<file path="src/core/disp_cmd_pkg.sv">
/*
  Codes, counts, reset values and colour codes of the command decoder.
  Assumes one byte per strobe.
*/
package disp_cmd_pkg;

  localparam logic [7:0] CMD_LINK_ERR   = 8'h05;
  localparam logic [7:0] CMD_PIX_RED    = 8'h06;
  localparam logic [7:0] CMD_PIX_GREEN  = 8'h07;
  localparam logic [7:0] CMD_PIX_BLUE   = 8'h08;
  localparam logic [7:0] CMD_STATUS     = 8'h09;
  localparam logic [7:0] CMD_PWR_MODE   = 8'h0A;
  localparam logic [7:0] CMD_ACC_CTL    = 8'h0B;
  localparam logic [7:0] CMD_PIX_FMT    = 8'h0C;
  localparam logic [7:0] CMD_IMG_MODE   = 8'h0D;
  localparam logic [7:0] CMD_SIG_MODE   = 8'h0E;
  localparam logic [7:0] CMD_SELF_DIAG  = 8'h0F;
  localparam logic [7:0] CMD_SLEEP_IN   = 8'h10;
  localparam logic [7:0] CMD_SLEEP_OUT  = 8'h11;
  localparam logic [7:0] CMD_PART_ON    = 8'h12;
  localparam logic [7:0] CMD_NORMAL     = 8'h13;
  localparam logic [7:0] CMD_INV_OFF    = 8'h20;
  localparam logic [7:0] CMD_INV_ON     = 8'h21;
  localparam logic [7:0] CMD_ALL_BLACK  = 8'h22;
  localparam logic [7:0] CMD_ALL_WHITE  = 8'h23;
  localparam logic [7:0] CMD_GAMMA      = 8'h26;
  localparam logic [7:0] CMD_DISP_OFF   = 8'h28;
  localparam logic [7:0] CMD_DISP_ON    = 8'h29;
  localparam logic [7:0] CMD_COL_WIN    = 8'h2A;
  localparam logic [7:0] CMD_ROW_WIN    = 8'h2B;
  localparam logic [7:0] CMD_PART_AREA  = 8'h30;
  localparam logic [7:0] CMD_CHROMA_LO  = 8'h70;
  localparam logic [7:0] CMD_CHROMA_HI  = 8'h7E;

  localparam logic [2:0] WINDOW_PARAMS  = 3'h4;
  localparam logic [5:0] MAX_PARAMS     = 6'h20;

  localparam logic [7:0]  GAMMA_RESET   = 8'h01;
  localparam logic [15:0] COL_LAST_RST  = 16'h0167;
  localparam logic [15:0] ROW_LAST_RST  = 16'h027F;

  // Status word bit positions.
  localparam int ST_BOOST   = 31;
  localparam int ST_PARTIAL = 21;
  localparam int ST_SLEPT   = 20;
  localparam int ST_NORMAL  = 19;
  localparam int ST_INVERT  = 13;
  localparam int ST_ALLON   = 12;
  localparam int ST_ALLOFF  = 11;
  localparam int ST_DISPLAY_ON_CMD  = 10;

  // Chromaticity table: 15 read bytes.
  localparam int CHROMA_WORDS = 15;
  // Nominal 10-bit codes rounded to the nearest fraction; extra colour is unused.
  localparam logic [9:0] CH_BKX = 10'h0000;
  localparam logic [9:0] CH_BKY = 10'h0000;
  localparam logic [9:0] CH_WX  = 10'h0140;
  localparam logic [9:0] CH_WY  = 10'h0151;
  localparam logic [9:0] CH_RX  = 10'h028F;
  localparam logic [9:0] CH_RY  = 10'h0152;
  localparam logic [9:0] CH_GX  = 10'h0133;
  localparam logic [9:0] CH_GY  = 10'h0265;
  localparam logic [9:0] CH_BX  = 10'h009A;
  localparam logic [9:0] CH_BY  = 10'h003D;
  localparam logic [9:0] CH_AX  = 10'h0000;
  localparam logic [9:0] CH_AY  = 10'h0000;

endpackage

</file>
<file path="src/core/chroma_rom.sv">
/*
  Colour characteristic store with a registered byte output.
  Assumes a steady index one cycle ahead.
*/
`timescale 1ns/10ps
`default_nettype none
module chroma_rom
  import disp_cmd_pkg::*;
(
  input  wire logic       mclk,
  input  wire logic       rst_n,
  input  wire logic [3:0] index,
  output var  logic [7:0] data_q
);

  // Low-bit byte packs bits [1:0] of four coordinates, first coordinate on top.
  function automatic logic [7:0] lowBits(input logic [9:0] a, input logic [9:0] b,
                                          input logic [9:0] c, input logic [9:0] d);
    return {a[1:0], b[1:0], c[1:0], d[1:0]};
  endfunction

  logic [7:0] table_d;

  always_comb begin
    unique case (index)
      4'h0:    table_d = lowBits(CH_BKX, CH_BKY, CH_WX, CH_WY);
      4'h1:    table_d = CH_BKX[9:2];
      4'h2:    table_d = CH_BKY[9:2];
      4'h3:    table_d = CH_WX[9:2];
      4'h4:    table_d = CH_WY[9:2];
      4'h5:    table_d = lowBits(CH_RX, CH_RY, CH_GX, CH_GY);
      4'h6:    table_d = CH_RX[9:2];
      4'h7:    table_d = CH_RY[9:2];
      4'h8:    table_d = CH_GX[9:2];
      4'h9:    table_d = CH_GY[9:2];
      4'hA:    table_d = lowBits(CH_BX, CH_BY, CH_AX, CH_AY);
      4'hB:    table_d = CH_BX[9:2];
      4'hC:    table_d = CH_BY[9:2];
      4'hD:    table_d = CH_AX[9:2];
      4'hE:    table_d = CH_AY[9:2];
      default: table_d = 8'h00;
    endcase
  end

  always_ff @(posedge mclk) begin
    if (!rst_n) begin
      data_q <= 8'h00;
    end else begin
      data_q <= table_d;
    end
  end

endmodule
`default_nettype wire

</file>
<file path="src/core/display_command_decoder.sv">
/*
  Host command decoder: commands, parameters, readback and display modes.
  Assumes mclk-domain byte strobes and a frame-start pulse.
*/
// Summary of operation
// [RULE_01] Colour coordinates are 10-bit fractions, bit 9 weighs one half.
// [RULE_02] Black, white, red, green, blue supplied; unused extra colour reads zero.
// [RULE_03] Stored coordinates are the nearest 10-bit codes to intended values.
// [RULE_04] Colour characteristics are readable through the host byte interface.
// [RULE_05] Link error read returns one 8-bit error count at once.
// [RULE_06] Codes 06h-08h return red, green, blue of the first pixel.
// [RULE_07] Status read returns 32-bit word as four bytes, high byte first.
// [RULE_08] Packet link addresses each parameter by command and index bytes.
// [RULE_09] Codes 0Ah-0Fh each return one immediate 8-bit mode readback.
// [RULE_10] Sleep entry stops booster and sleeps at the next frame.
// [RULE_11] Sleep exit leaves sleep and starts booster immediately.
// [RULE_12] 12h partial on, 13h normal display, both at next frame.
// [RULE_13] 20h inversion off, 21h inversion on, both at next frame.
// [RULE_14] 22h all black, 23h all white, both at next frame.
// [RULE_15] Gamma select takes one byte, applied at next frame.
// [RULE_16] 28h display off, 29h display on, both at next frame.
// [RULE_17] Column window: start then end, high byte first, applied immediately.
// [RULE_18] Row window: start then end, high byte first, four bytes.
// [RULE_19] Partial area: first then last row, applied at next frame.
// [RULE_20] Frame-synchronous commands act only at the next frame start.
// [RULE_21] Direct commands act once command and all parameters are in.
// [RULE_22] Parameters commit after the last byte; a break discards them.
// [RULE_23] Unknown codes are ignored and leave display state unchanged; they end any parameter or read phase.
`timescale 1ns/10ps
`default_nettype none
module display_command_decoder
  import disp_cmd_pkg::*;
(
  input  wire logic        mclk,
  input  wire logic        rst_n,
  input  wire logic        cmdStrobe,
  input  wire logic        paramStrobe,
  input  wire logic        readStrobe,
  input  wire logic        packetMode,
  input  wire logic [15:0] packetAddr,
  input  wire logic [7:0]  dataIn,
  input  wire logic        transferBreak,
  input  wire logic        frameStart,
  input  wire logic [7:0]  linkErrorCount,
  input  wire logic [23:0] firstPixel,
  input  wire logic [7:0]  accessControl,
  input  wire logic [7:0]  pixelFormat,
  input  wire logic [7:0]  signalMode,
  input  wire logic [7:0]  selfDiag,
  output var  logic [7:0]  readData_q,
  output var  logic        readValid_q,
  output var  logic        sleepMode_q,
  output var  logic        boosterOn_q,
  output var  logic        partialMode_q,
  output var  logic        inversionOn_q,
  output var  logic        allBlack_q,
  output var  logic        allWhite_q,
  output var  logic        displayOn_q,
  output var  logic [7:0]  curveSelector_q,
  output var  logic [15:0] columnFirst_q,
  output var  logic [15:0] columnLast_q,
  output var  logic [15:0] rowFirst_q,
  output var  logic [15:0] rowLast_q,
  output var  logic [15:0] partialFirstRow_q,
  output var  logic [15:0] partialLastRow_q
);

  ////////////////////////////////////////////////////////////////////////////
  // Command capture and parameter staging.

  typedef enum logic [2:0] {
    IDLE   = 3'b001,
    PARAMS = 3'b010,
    READ   = 3'b100
  } phase_t;

  phase_t      phase_q;
  logic [7:0]  cmd_q;
  logic [5:0]  pIdx_q;
  logic [31:0] stage_q;
  logic        commit;
  logic [5:0]  pIdxUse;
  logic [31:0] stageNext;

  function automatic logic [5:0] paramsOf(input logic [7:0] code);
    unique case (code)
      CMD_GAMMA: return 6'h01;
      CMD_COL_WIN, CMD_ROW_WIN, CMD_PART_AREA: return {3'b000, WINDOW_PARAMS};
      default: return 6'h00;
    endcase
  endfunction

  function automatic logic isRead(input logic [7:0] code);
    return (code >= CMD_LINK_ERR && code <= CMD_SELF_DIAG) ||
           (code >= CMD_CHROMA_LO && code <= CMD_CHROMA_HI);
  endfunction

  // On the packet link the low address byte is the parameter index.
  assign pIdxUse   = packetMode ? packetAddr[5:0] : pIdx_q; // [RULE_08]
  assign stageNext = {stage_q[23:0], dataIn}; // [RULE_17] [RULE_18] [RULE_19]
  assign commit    = (phase_q == PARAMS) && paramStrobe && !transferBreak &&
                     (pIdxUse == paramsOf(cmd_q) - 6'h01);  // [RULE_21] [RULE_22]

  always_ff @(posedge mclk) begin
    if (!rst_n) begin
      phase_q <= IDLE;
      cmd_q   <= 8'h00;
      pIdx_q  <= 6'h00;
      stage_q <= 32'h0000_0000;
    end else if (cmdStrobe) begin
      cmd_q   <= dataIn;
      pIdx_q  <= 6'h00;
      stage_q <= 32'h0000_0000;
      if (isRead(dataIn)) begin
        phase_q <= READ;
      end else if (paramsOf(dataIn) != 6'h00) begin
        phase_q <= PARAMS;
      end else begin
        phase_q <= IDLE; // [RULE_23]
      end
    end else if (transferBreak) begin
      phase_q <= IDLE; // [RULE_22]
    end else if (phase_q == PARAMS && paramStrobe) begin
      stage_q <= stageNext;
      pIdx_q  <= pIdx_q + 6'h01;
      if (commit || pIdxUse >= MAX_PARAMS - 6'h01) begin
        phase_q <= IDLE;
      end
    end
  end

  ////////////////////////////////////////////////////////////////////////////
  // Frame-synchronous pending updates.

  logic        pendSleep_q, pendPart_q, pendNorm_q;
  logic        pendInvOff_q, pendInvOn_q, pendBlack_q, pendWhite_q;
  logic        pendDOff_q, pendDOn_q, pendGamma_q, pendArea_q;
  logic [7:0]  gammaHold_q;
  logic [31:0] areaHold_q;
  logic        noParamCmd;

  assign noParamCmd = cmdStrobe && !isRead(dataIn) && paramsOf(dataIn) == 6'h00;

  always_ff @(posedge mclk) begin
    if (!rst_n) begin
      {pendSleep_q, pendPart_q, pendNorm_q, pendInvOff_q, pendInvOn_q} <= 5'h00;
      {pendBlack_q, pendWhite_q, pendDOff_q, pendDOn_q} <= 4'h0;
      pendGamma_q <= 1'b0;
      pendArea_q  <= 1'b0;
      gammaHold_q <= GAMMA_RESET;
      areaHold_q  <= 32'h0000_0000;
    end else begin
      // A request landing in the frame-start cycle waits for the next frame.
      if (frameStart) begin // [RULE_20]
        {pendSleep_q, pendPart_q, pendNorm_q, pendInvOff_q, pendInvOn_q} <= 5'h00;
        {pendBlack_q, pendWhite_q, pendDOff_q, pendDOn_q} <= 4'h0;
        pendGamma_q <= 1'b0;
        pendArea_q  <= 1'b0;
      end
      if (noParamCmd) begin
        unique case (dataIn)
          CMD_SLEEP_IN: pendSleep_q <= 1'b1; // [RULE_10]
          CMD_SLEEP_OUT: pendSleep_q <= 1'b0; // [RULE_11]
          CMD_PART_ON: begin pendPart_q <= 1'b1; pendNorm_q <= 1'b0; end // [RULE_12]
          CMD_NORMAL: begin pendNorm_q <= 1'b1; pendPart_q <= 1'b0; end // [RULE_12]
          CMD_INV_OFF: begin pendInvOff_q <= 1'b1; pendInvOn_q <= 1'b0; end // [RULE_13]
          CMD_INV_ON: begin pendInvOn_q <= 1'b1; pendInvOff_q <= 1'b0; end // [RULE_13]
          CMD_ALL_BLACK: begin pendBlack_q <= 1'b1; pendWhite_q <= 1'b0; end // [RULE_14]
          CMD_ALL_WHITE: begin pendWhite_q <= 1'b1; pendBlack_q <= 1'b0; end // [RULE_14]
          CMD_DISP_OFF: begin pendDOff_q <= 1'b1; pendDOn_q <= 1'b0; end // [RULE_16]
          CMD_DISP_ON: begin pendDOn_q <= 1'b1; pendDOff_q <= 1'b0; end // [RULE_16]
          default: ; // [RULE_23]
        endcase
      end
      if (commit && cmd_q == CMD_GAMMA) begin
        pendGamma_q <= 1'b1; // [RULE_15]
        gammaHold_q <= dataIn;
      end
      if (commit && cmd_q == CMD_PART_AREA) begin
        pendArea_q <= 1'b1; // [RULE_19]
        areaHold_q <= stageNext;
      end
    end
  end

  ////////////////////////////////////////////////////////////////////////////
  // Applied display state.

  always_ff @(posedge mclk) begin
    if (!rst_n) begin
      sleepMode_q       <= 1'b1;
      boosterOn_q       <= 1'b0;
      partialMode_q     <= 1'b0;
      inversionOn_q     <= 1'b0;
      allBlack_q        <= 1'b0;
      allWhite_q        <= 1'b0;
      displayOn_q       <= 1'b0;
      curveSelector_q   <= GAMMA_RESET;
      partialFirstRow_q <= 16'h0000;
      partialLastRow_q  <= ROW_LAST_RST;
    end else begin
      // Sleep exit bypasses the frame wait so the booster restarts at once.
      if (noParamCmd && dataIn == CMD_SLEEP_OUT) begin // [RULE_11]
        sleepMode_q <= 1'b0;
        boosterOn_q <= 1'b1;
      end else if (frameStart && pendSleep_q) begin // [RULE_10] [RULE_20]
        sleepMode_q <= 1'b1;
        boosterOn_q <= 1'b0;
      end
      if (frameStart) begin // [RULE_20]
        if (pendPart_q) partialMode_q <= 1'b1; // [RULE_12]
        if (pendNorm_q) partialMode_q <= 1'b0; // [RULE_12]
        if (pendInvOn_q) inversionOn_q <= 1'b1; // [RULE_13]
        if (pendInvOff_q) inversionOn_q <= 1'b0; // [RULE_13]
        if (pendBlack_q) begin allBlack_q <= 1'b1; allWhite_q <= 1'b0; end // [RULE_14]
        if (pendWhite_q) begin allWhite_q <= 1'b1; allBlack_q <= 1'b0; end // [RULE_14]
        if (pendDOn_q) displayOn_q <= 1'b1; // [RULE_16]
        if (pendDOff_q) displayOn_q <= 1'b0; // [RULE_16]
        if (pendGamma_q) curveSelector_q <= gammaHold_q; // [RULE_15]
        if (pendArea_q) begin // [RULE_19]
          partialFirstRow_q <= areaHold_q[31:16];
          partialLastRow_q  <= areaHold_q[15:0];
        end
      end
    end
  end

  // Window registers update directly on the last parameter.
  always_ff @(posedge mclk) begin
    if (!rst_n) begin
      columnFirst_q <= 16'h0000;
      columnLast_q  <= COL_LAST_RST;
      rowFirst_q    <= 16'h0000;
      rowLast_q     <= ROW_LAST_RST;
    end else if (commit && cmd_q == CMD_COL_WIN) begin // [RULE_17] [RULE_21]
      columnFirst_q <= stageNext[31:16];
      columnLast_q  <= stageNext[15:0];
    end else if (commit && cmd_q == CMD_ROW_WIN) begin // [RULE_18] [RULE_21]
      rowFirst_q <= stageNext[31:16];
      rowLast_q  <= stageNext[15:0];
    end
  end

  ////////////////////////////////////////////////////////////////////////////
  // Readback path.

  logic [31:0] statusWord;
  logic [7:0]  powerMode, imageMode, chromaData;
  logic [3:0]  chromaIndex;
  logic [7:0]  readMux;
  logic [1:0]  rdIdx_q;

  always_comb begin
    statusWord             = 32'h0000_0000;
    statusWord[ST_BOOST]   = boosterOn_q;
    statusWord[ST_PARTIAL] = partialMode_q;
    statusWord[ST_SLEPT]   = !sleepMode_q;
    statusWord[ST_NORMAL]  = !partialMode_q;
    statusWord[ST_INVERT]  = inversionOn_q;
    statusWord[ST_ALLON]   = allWhite_q;
    statusWord[ST_ALLOFF]  = allBlack_q;
    statusWord[ST_DISPLAY_ON_CMD]  = displayOn_q;
  end

  assign powerMode   = {boosterOn_q, 2'b00, !sleepMode_q, !partialMode_q, displayOn_q, 2'b00};
  assign imageMode   = {2'b00, inversionOn_q, 2'b00, curveSelector_q[2:0]};
  // The index comes from the held command code, so the registered store has settled one cycle after it.
  assign chromaIndex = 4'(cmd_q - CMD_CHROMA_LO);

  chroma_rom u_chroma (
    .mclk   (mclk),
    .rst_n  (rst_n),
    .index  (chromaIndex),
    .data_q (chromaData)
  ); // [RULE_01] [RULE_02] [RULE_03]

  always_comb begin
    unique case (cmd_q)
      CMD_LINK_ERR: readMux = linkErrorCount; // [RULE_05]
      CMD_PIX_RED: readMux = firstPixel[23:16]; // [RULE_06]
      CMD_PIX_GREEN: readMux = firstPixel[15:8]; // [RULE_06]
      CMD_PIX_BLUE: readMux = firstPixel[7:0]; // [RULE_06]
      CMD_STATUS: readMux = statusWord[8*(3-rdIdx_q) +: 8]; // [RULE_07]
      CMD_PWR_MODE: readMux = powerMode; // [RULE_09]
      CMD_ACC_CTL: readMux = accessControl; // [RULE_09]
      CMD_PIX_FMT: readMux = pixelFormat; // [RULE_09]
      CMD_IMG_MODE: readMux = imageMode; // [RULE_09]
      CMD_SIG_MODE: readMux = signalMode; // [RULE_09]
      CMD_SELF_DIAG: readMux = selfDiag; // [RULE_09]
      default: readMux = chromaData; // [RULE_04]
    endcase
  end

  always_ff @(posedge mclk) begin
    if (!rst_n) begin
      rdIdx_q     <= 2'b00;
      readData_q  <= 8'h00;
      readValid_q <= 1'b0;
    end else begin
      readValid_q <= 1'b0;
      if (cmdStrobe) begin
        rdIdx_q <= 2'b00;
      end else if (phase_q == READ && readStrobe) begin
        readData_q  <= readMux;
        readValid_q <= 1'b1;
        if (cmd_q == CMD_STATUS) begin
          rdIdx_q <= rdIdx_q + 2'b01; // [RULE_07]
        end
      end
    end
  end

endmodule
`default_nettype wire

</file>
<file path="config.mk">
export PLATFORM = sky130hd
export DESIGN_NAME = display_command_decoder
export DESIGN_NICKNAME = d
export VERILOG_FILES = /design/src/core/disp_cmd_pkg.sv /design/src/core/chroma_rom.sv /design/src/core/display_command_decoder.sv
export SDC_FILE = /design/constraint.sdc
export NUM_CORES = 1
export LEC_CHECK = 0
export BUFFER_PORTS_ARGS = -buffer_cell sky130_fd_sc_hd__buf_4
export CORE_ASPECT_RATIO = 1.1
export CORE_MARGIN = 3
export CORE_UTILIZATION = 30
export DETAILED_ROUTE_END_ITERATION = 6
export PLACE_DENSITY = 0.51
export SLEW_MARGIN = 15
export SYNTH_ARGS = -nofsm -noshare
export SYNTH_HDL_FRONTEND = slang
export SYNTH_SLANG_ARGS = --single-unit
</file>
<file path="constraint.sdc">
create_clock -name mclk -period 6.16 [get_ports mclk]
set_input_delay 0 -clock mclk [delete_from_list [all_inputs] [get_ports mclk]]
set_output_delay 0 -clock mclk [all_outputs]
set_load 0.01 [all_outputs]
</file>
==> metrics.md <==
| Metric | Value |
|---|---|
| Flop pwr share | between 40% and 50% |
| Max Cap Viol | 0 |
| First-pass GRT wire length | 45140 µm |
| Worst reg2reg path endpoint | rowFirst_q[7] |
| Maximum vdd drop | ~220 µV |
| Post-synth EDFFs | 0 |
| Switching power | 695.9 µW |
| Worst Path Max Fanout | 29 |
| Yosys cell types | 62 |
| Vias | 8231 |
| Area of the multi-input gates | approximately 4400 µm² |
| Initial core utilization | between 30% and 40% |
| PortBufs | between 200 and 250 |
| Worst path arrival time | ~4.7 ns |
| DP HPWL | roughly 20000 µm |
| Share of cells above drive strength 1 | 22.13% |
| Simple-Gate Fraction of Synth Area | 21.10% |
| Hold Crit Start | readStrobe |
| Crit share post-route | a little over two thirds |
| Top-count cell post-synth | nand2_1 |
| Mux share of post-synthesis cell area | 11.93% |
| Post-CTS Hold Fix Bufs | 22 |
| Clock share of power | between 40% and 50% |
| Power share of the combinational group | 6.2% |
| CTS tree | done |
| Die footprint | roughly 33000 µm² |
| Max-slew violation count | 0 |
| Worst-Skew Late Latency | 0.51 ns |
| Synthesized area | 9263 µm² |
| Setup-failing EPs final | 0 |
| Status | completed |
| Yosys top cell area share | roughly 48% |
| Num CTS Buffers | 24 |
| Async SR Flop Fraction | 0% |
| Max-slew headroom | 31.59% |
| WL/cell | 17.32 µm |
| Post-Synth XOR/XNOR Area | 0.7565% |
| Power Density | about 250 nW/µm² |
| Worst Hold Class | in2reg |
| Sequential area share after synthesis | 47.98% |
| Setup crit end kind | flop |
| Synth Area in Adders | 0.9456% |
| Cell Area, Placed | 11100 µm² |
| Clock Path Buffers | 3 |
| Total power | just over 3000 µW |
| Area contributors post-synth | dfxtp_1, mux2i_1, nand2_1 |
| GR Overflow Total | 0 |
| Routed vias/inst | 4.905 |
| Initial antenna violation count | 0 |
| RSZ-0062 raised after global routing | false |
| Synth Area per Inst | between 8 and 9 µm² |
| Total core area | 29980 µm² |
| Final hold vios | 0 |
| Switching share of power | 22.55% |
| Layout area overhead | 30.72% |
| CP required | 6.51 ns |
| Post CTS Setup Buffer Count | 0 |
| Setup TNS | 0 ns |
| Synth top cells by count | nand2_1, dfxtp_1, mux2i_1 |
| Nets | 1358 |
| Clk pin slew, worst setup/hold paths | 0.06 ns |
| Yosys top cell by area | dfxtp_1 |
| Row count | 66 |
| Largest family of logic cells by synthesized area | simple AND/OR/NAND/NOR gates |
| Post-Syn Instances | ~1.1k |
| Post-route cell area | roughly 12000 µm² |
| GP Congestion | 0.7830 |
| Drt total wl | approximately 29000 µm |
| Vias in the first global route | 7988 |
| Clock period minus worst slack | 4.340 ns |
| Die Ht | 190.3 µm |
| Worst Reg-to-Reg Cells | 9 |
| Initial DRC count | 413 |
| Seq cells post-synth | 222 |
| Largest net degree at the start of global routing | 68 |
| Setup Skew | 0.008655 ns |
| F_max | ~230 MHz |
| IO Count | 216 |
| Hold depth | 6 |
| Clk sink count | 222 |
| Mapped Nets | ~1.2k |
| Final worst slack | 1.820 ns |
| Fill cell count | 3063 |
| Synth Area in Compound Gates | 12.98% |
| FF/Latch Area | 4444 µm² |
| GRT Total Usage | 16.85% |
| Die Wd | roughly 170 µm |
| Post-CTS resize count | 0 |
| H-tree depth | 1 |
| Number of routed nets with antenna violations | 0 |
| DRC | 0 |
| Critical path type | reg2reg |
| R2R setup slack | 1.82 ns |
| Min Hold Slack | 0.02728 ns |
| # diodes | 0 |
| Clock root cell | clkbuf_16 |
| P_leak | around 0.0048 µW |
| TritonRoute pass-1 iters | 5 |
| Synth warn | 0 |
| Dpl ws | between 1.5 and 2 ns |
| Primary FF master, synth | dfxtp_1 |
| Hold endpoint | rdIdx_q[0] |
| P_int | roughly 2400 µW |
| CP Launch Type | flop |
| Worst-Margin Slew | 1.026 ns |
| Worst r2r src | cmd_q[0] |
[placed cells by master (no fill, tap or decap), types with 3 or more instances in the layout]
cell / netlist / routed
o21ai_0: 29 / 29
a221oi_1: 5 / 5
inv_1: 10 / 10
buf_4: 1 / 220
nand2_1: 270 / 270
dfxtp_1: 222 / 222
xor2_1: 4 / 4
clkinv_2: 0 / 3
o211ai_1: 8 / 8
and3b_1: 4 / 4
nand3_1: 35 / 35
or2_2: 3 / 3
o41ai_1: 4 / 4
ha_1: 7 / 7
o221ai_1: 3 / 3
nor2_1: 52 / 52
nor4_1: 7 / 6
nand4b_1: 3 / 3
dlygate4sd3_1: 0 / 22
nor2b_1: 6 / 5
a211oi_1: 8 / 8
and3_1: 4 / 4
nand4_1: 9 / 9
o21a_1: 3 / 3
o2bb2ai_1: 3 / 3
nor3_1: 8 / 8
clkbuf_16: 0 / 25
nor3b_1: 3 / 3
nand2b_1: 11 / 10
a22oi_1: 14 / 14
a221o_1: 3 / 3
clkbuf_1: 66 / 5
mux2i_1: 107 / 107
clkbuf_8: 0 / 4
a222oi_1: 9 / 9
or3b_2: 7 / 7
mux2_2: 3 / 3
a21oi_1: 88 / 88
xnor2_1: 4 / 4
[worst max path at each step]
stage,startpoint,end,slack [ns],cells past startpoint
final,cmd_q[0],rowFirst_q[7],1.82,9
after floorplan,cmd_q[4],rowFirst_q[10],2.84,12
after CTS,cmd_q[1],rowFirst_q[7],1.79,8
after global placement,cmd_q[1],rowLast_q[14],1.83,8
after detailed placement,cmd_q[1],rowFirst_q[7],1.79,8
after global routing,cmd_q[0],rowFirst_q[4],1.52,9
[critical path, cell delays in order (launching register included)]
cell and delay, ns:
dfxtp_1 0.35, inv_1 0.12, ha_1 0.79, nand3b_1 0.27, or2_2 0.35, ha_1 0.22, a211oi_1 0.29, o211ai_2 0.29
or4_2 1.22, mux2i_1 0.25
[per-stage QoR]
stage / utilization [%] / cells
finish: 40.39 / 1678
global route: 40.39 / 1678
CTS: 40.38 / 1678
detailed placement: 37.01 / 1615
global placement: 37.01 / 1615
floorplan: - / 1072
[cell type report]
cell class	count	area share [%]
inverter	12	0.3720
multi-input combinational	753	36.73
sequential	222	36.71
clock buffer	34	5.777
tap	408	4.216
timing repair buffer	242	15.46
clock inverter	7	0.7440
[registers in the layout, summed over array words and instances (netlist names), 16 cells and up]
| signal | flops |
|---|---|
| columnLast_q | 16 |
| areaHold_q | 32 |
| stage_q | 24 |
| columnFirst_q | 16 |
| rowFirst_q | 16 |
| partialFirstRow_q | 16 |
| partialLastRow_q | 16 |
| rowLast_q | 16 |
[power groups by stage]
stage | logic, µW | registers (µW) | clock network [µW]
2_1_floorplan | 98.3 | 1480 | 0
3_3_place_gp | 184 | 1480 | 0
3_5_place_dp | 184 | 1480 | 0
4_1_cts | 195 | 1450 | 1490
5_1_grt | 210 | 1450 | 1550
6_report | 193 | 1450 | 1450
[per-layer routing]
metal	GRT usage, %	part of all wire, %
met1	22.15	45
met2	28.57	47
met3	3.604	6.6
met4	3.618	1.5
met5	0	0
[cell families (layout without fill, tap and decap cells)]
family                     Yosys count  after routing
buffers and inverters               97            295
AOI/OAI and AO/OA                  191            191
xor gates and xnor gates             8              8
DFF                                222            222
and+or+nand+nor                    437            437
adders and majority gates            7              7
muxes                              110            110
Power figures use the tool's default switching activity.
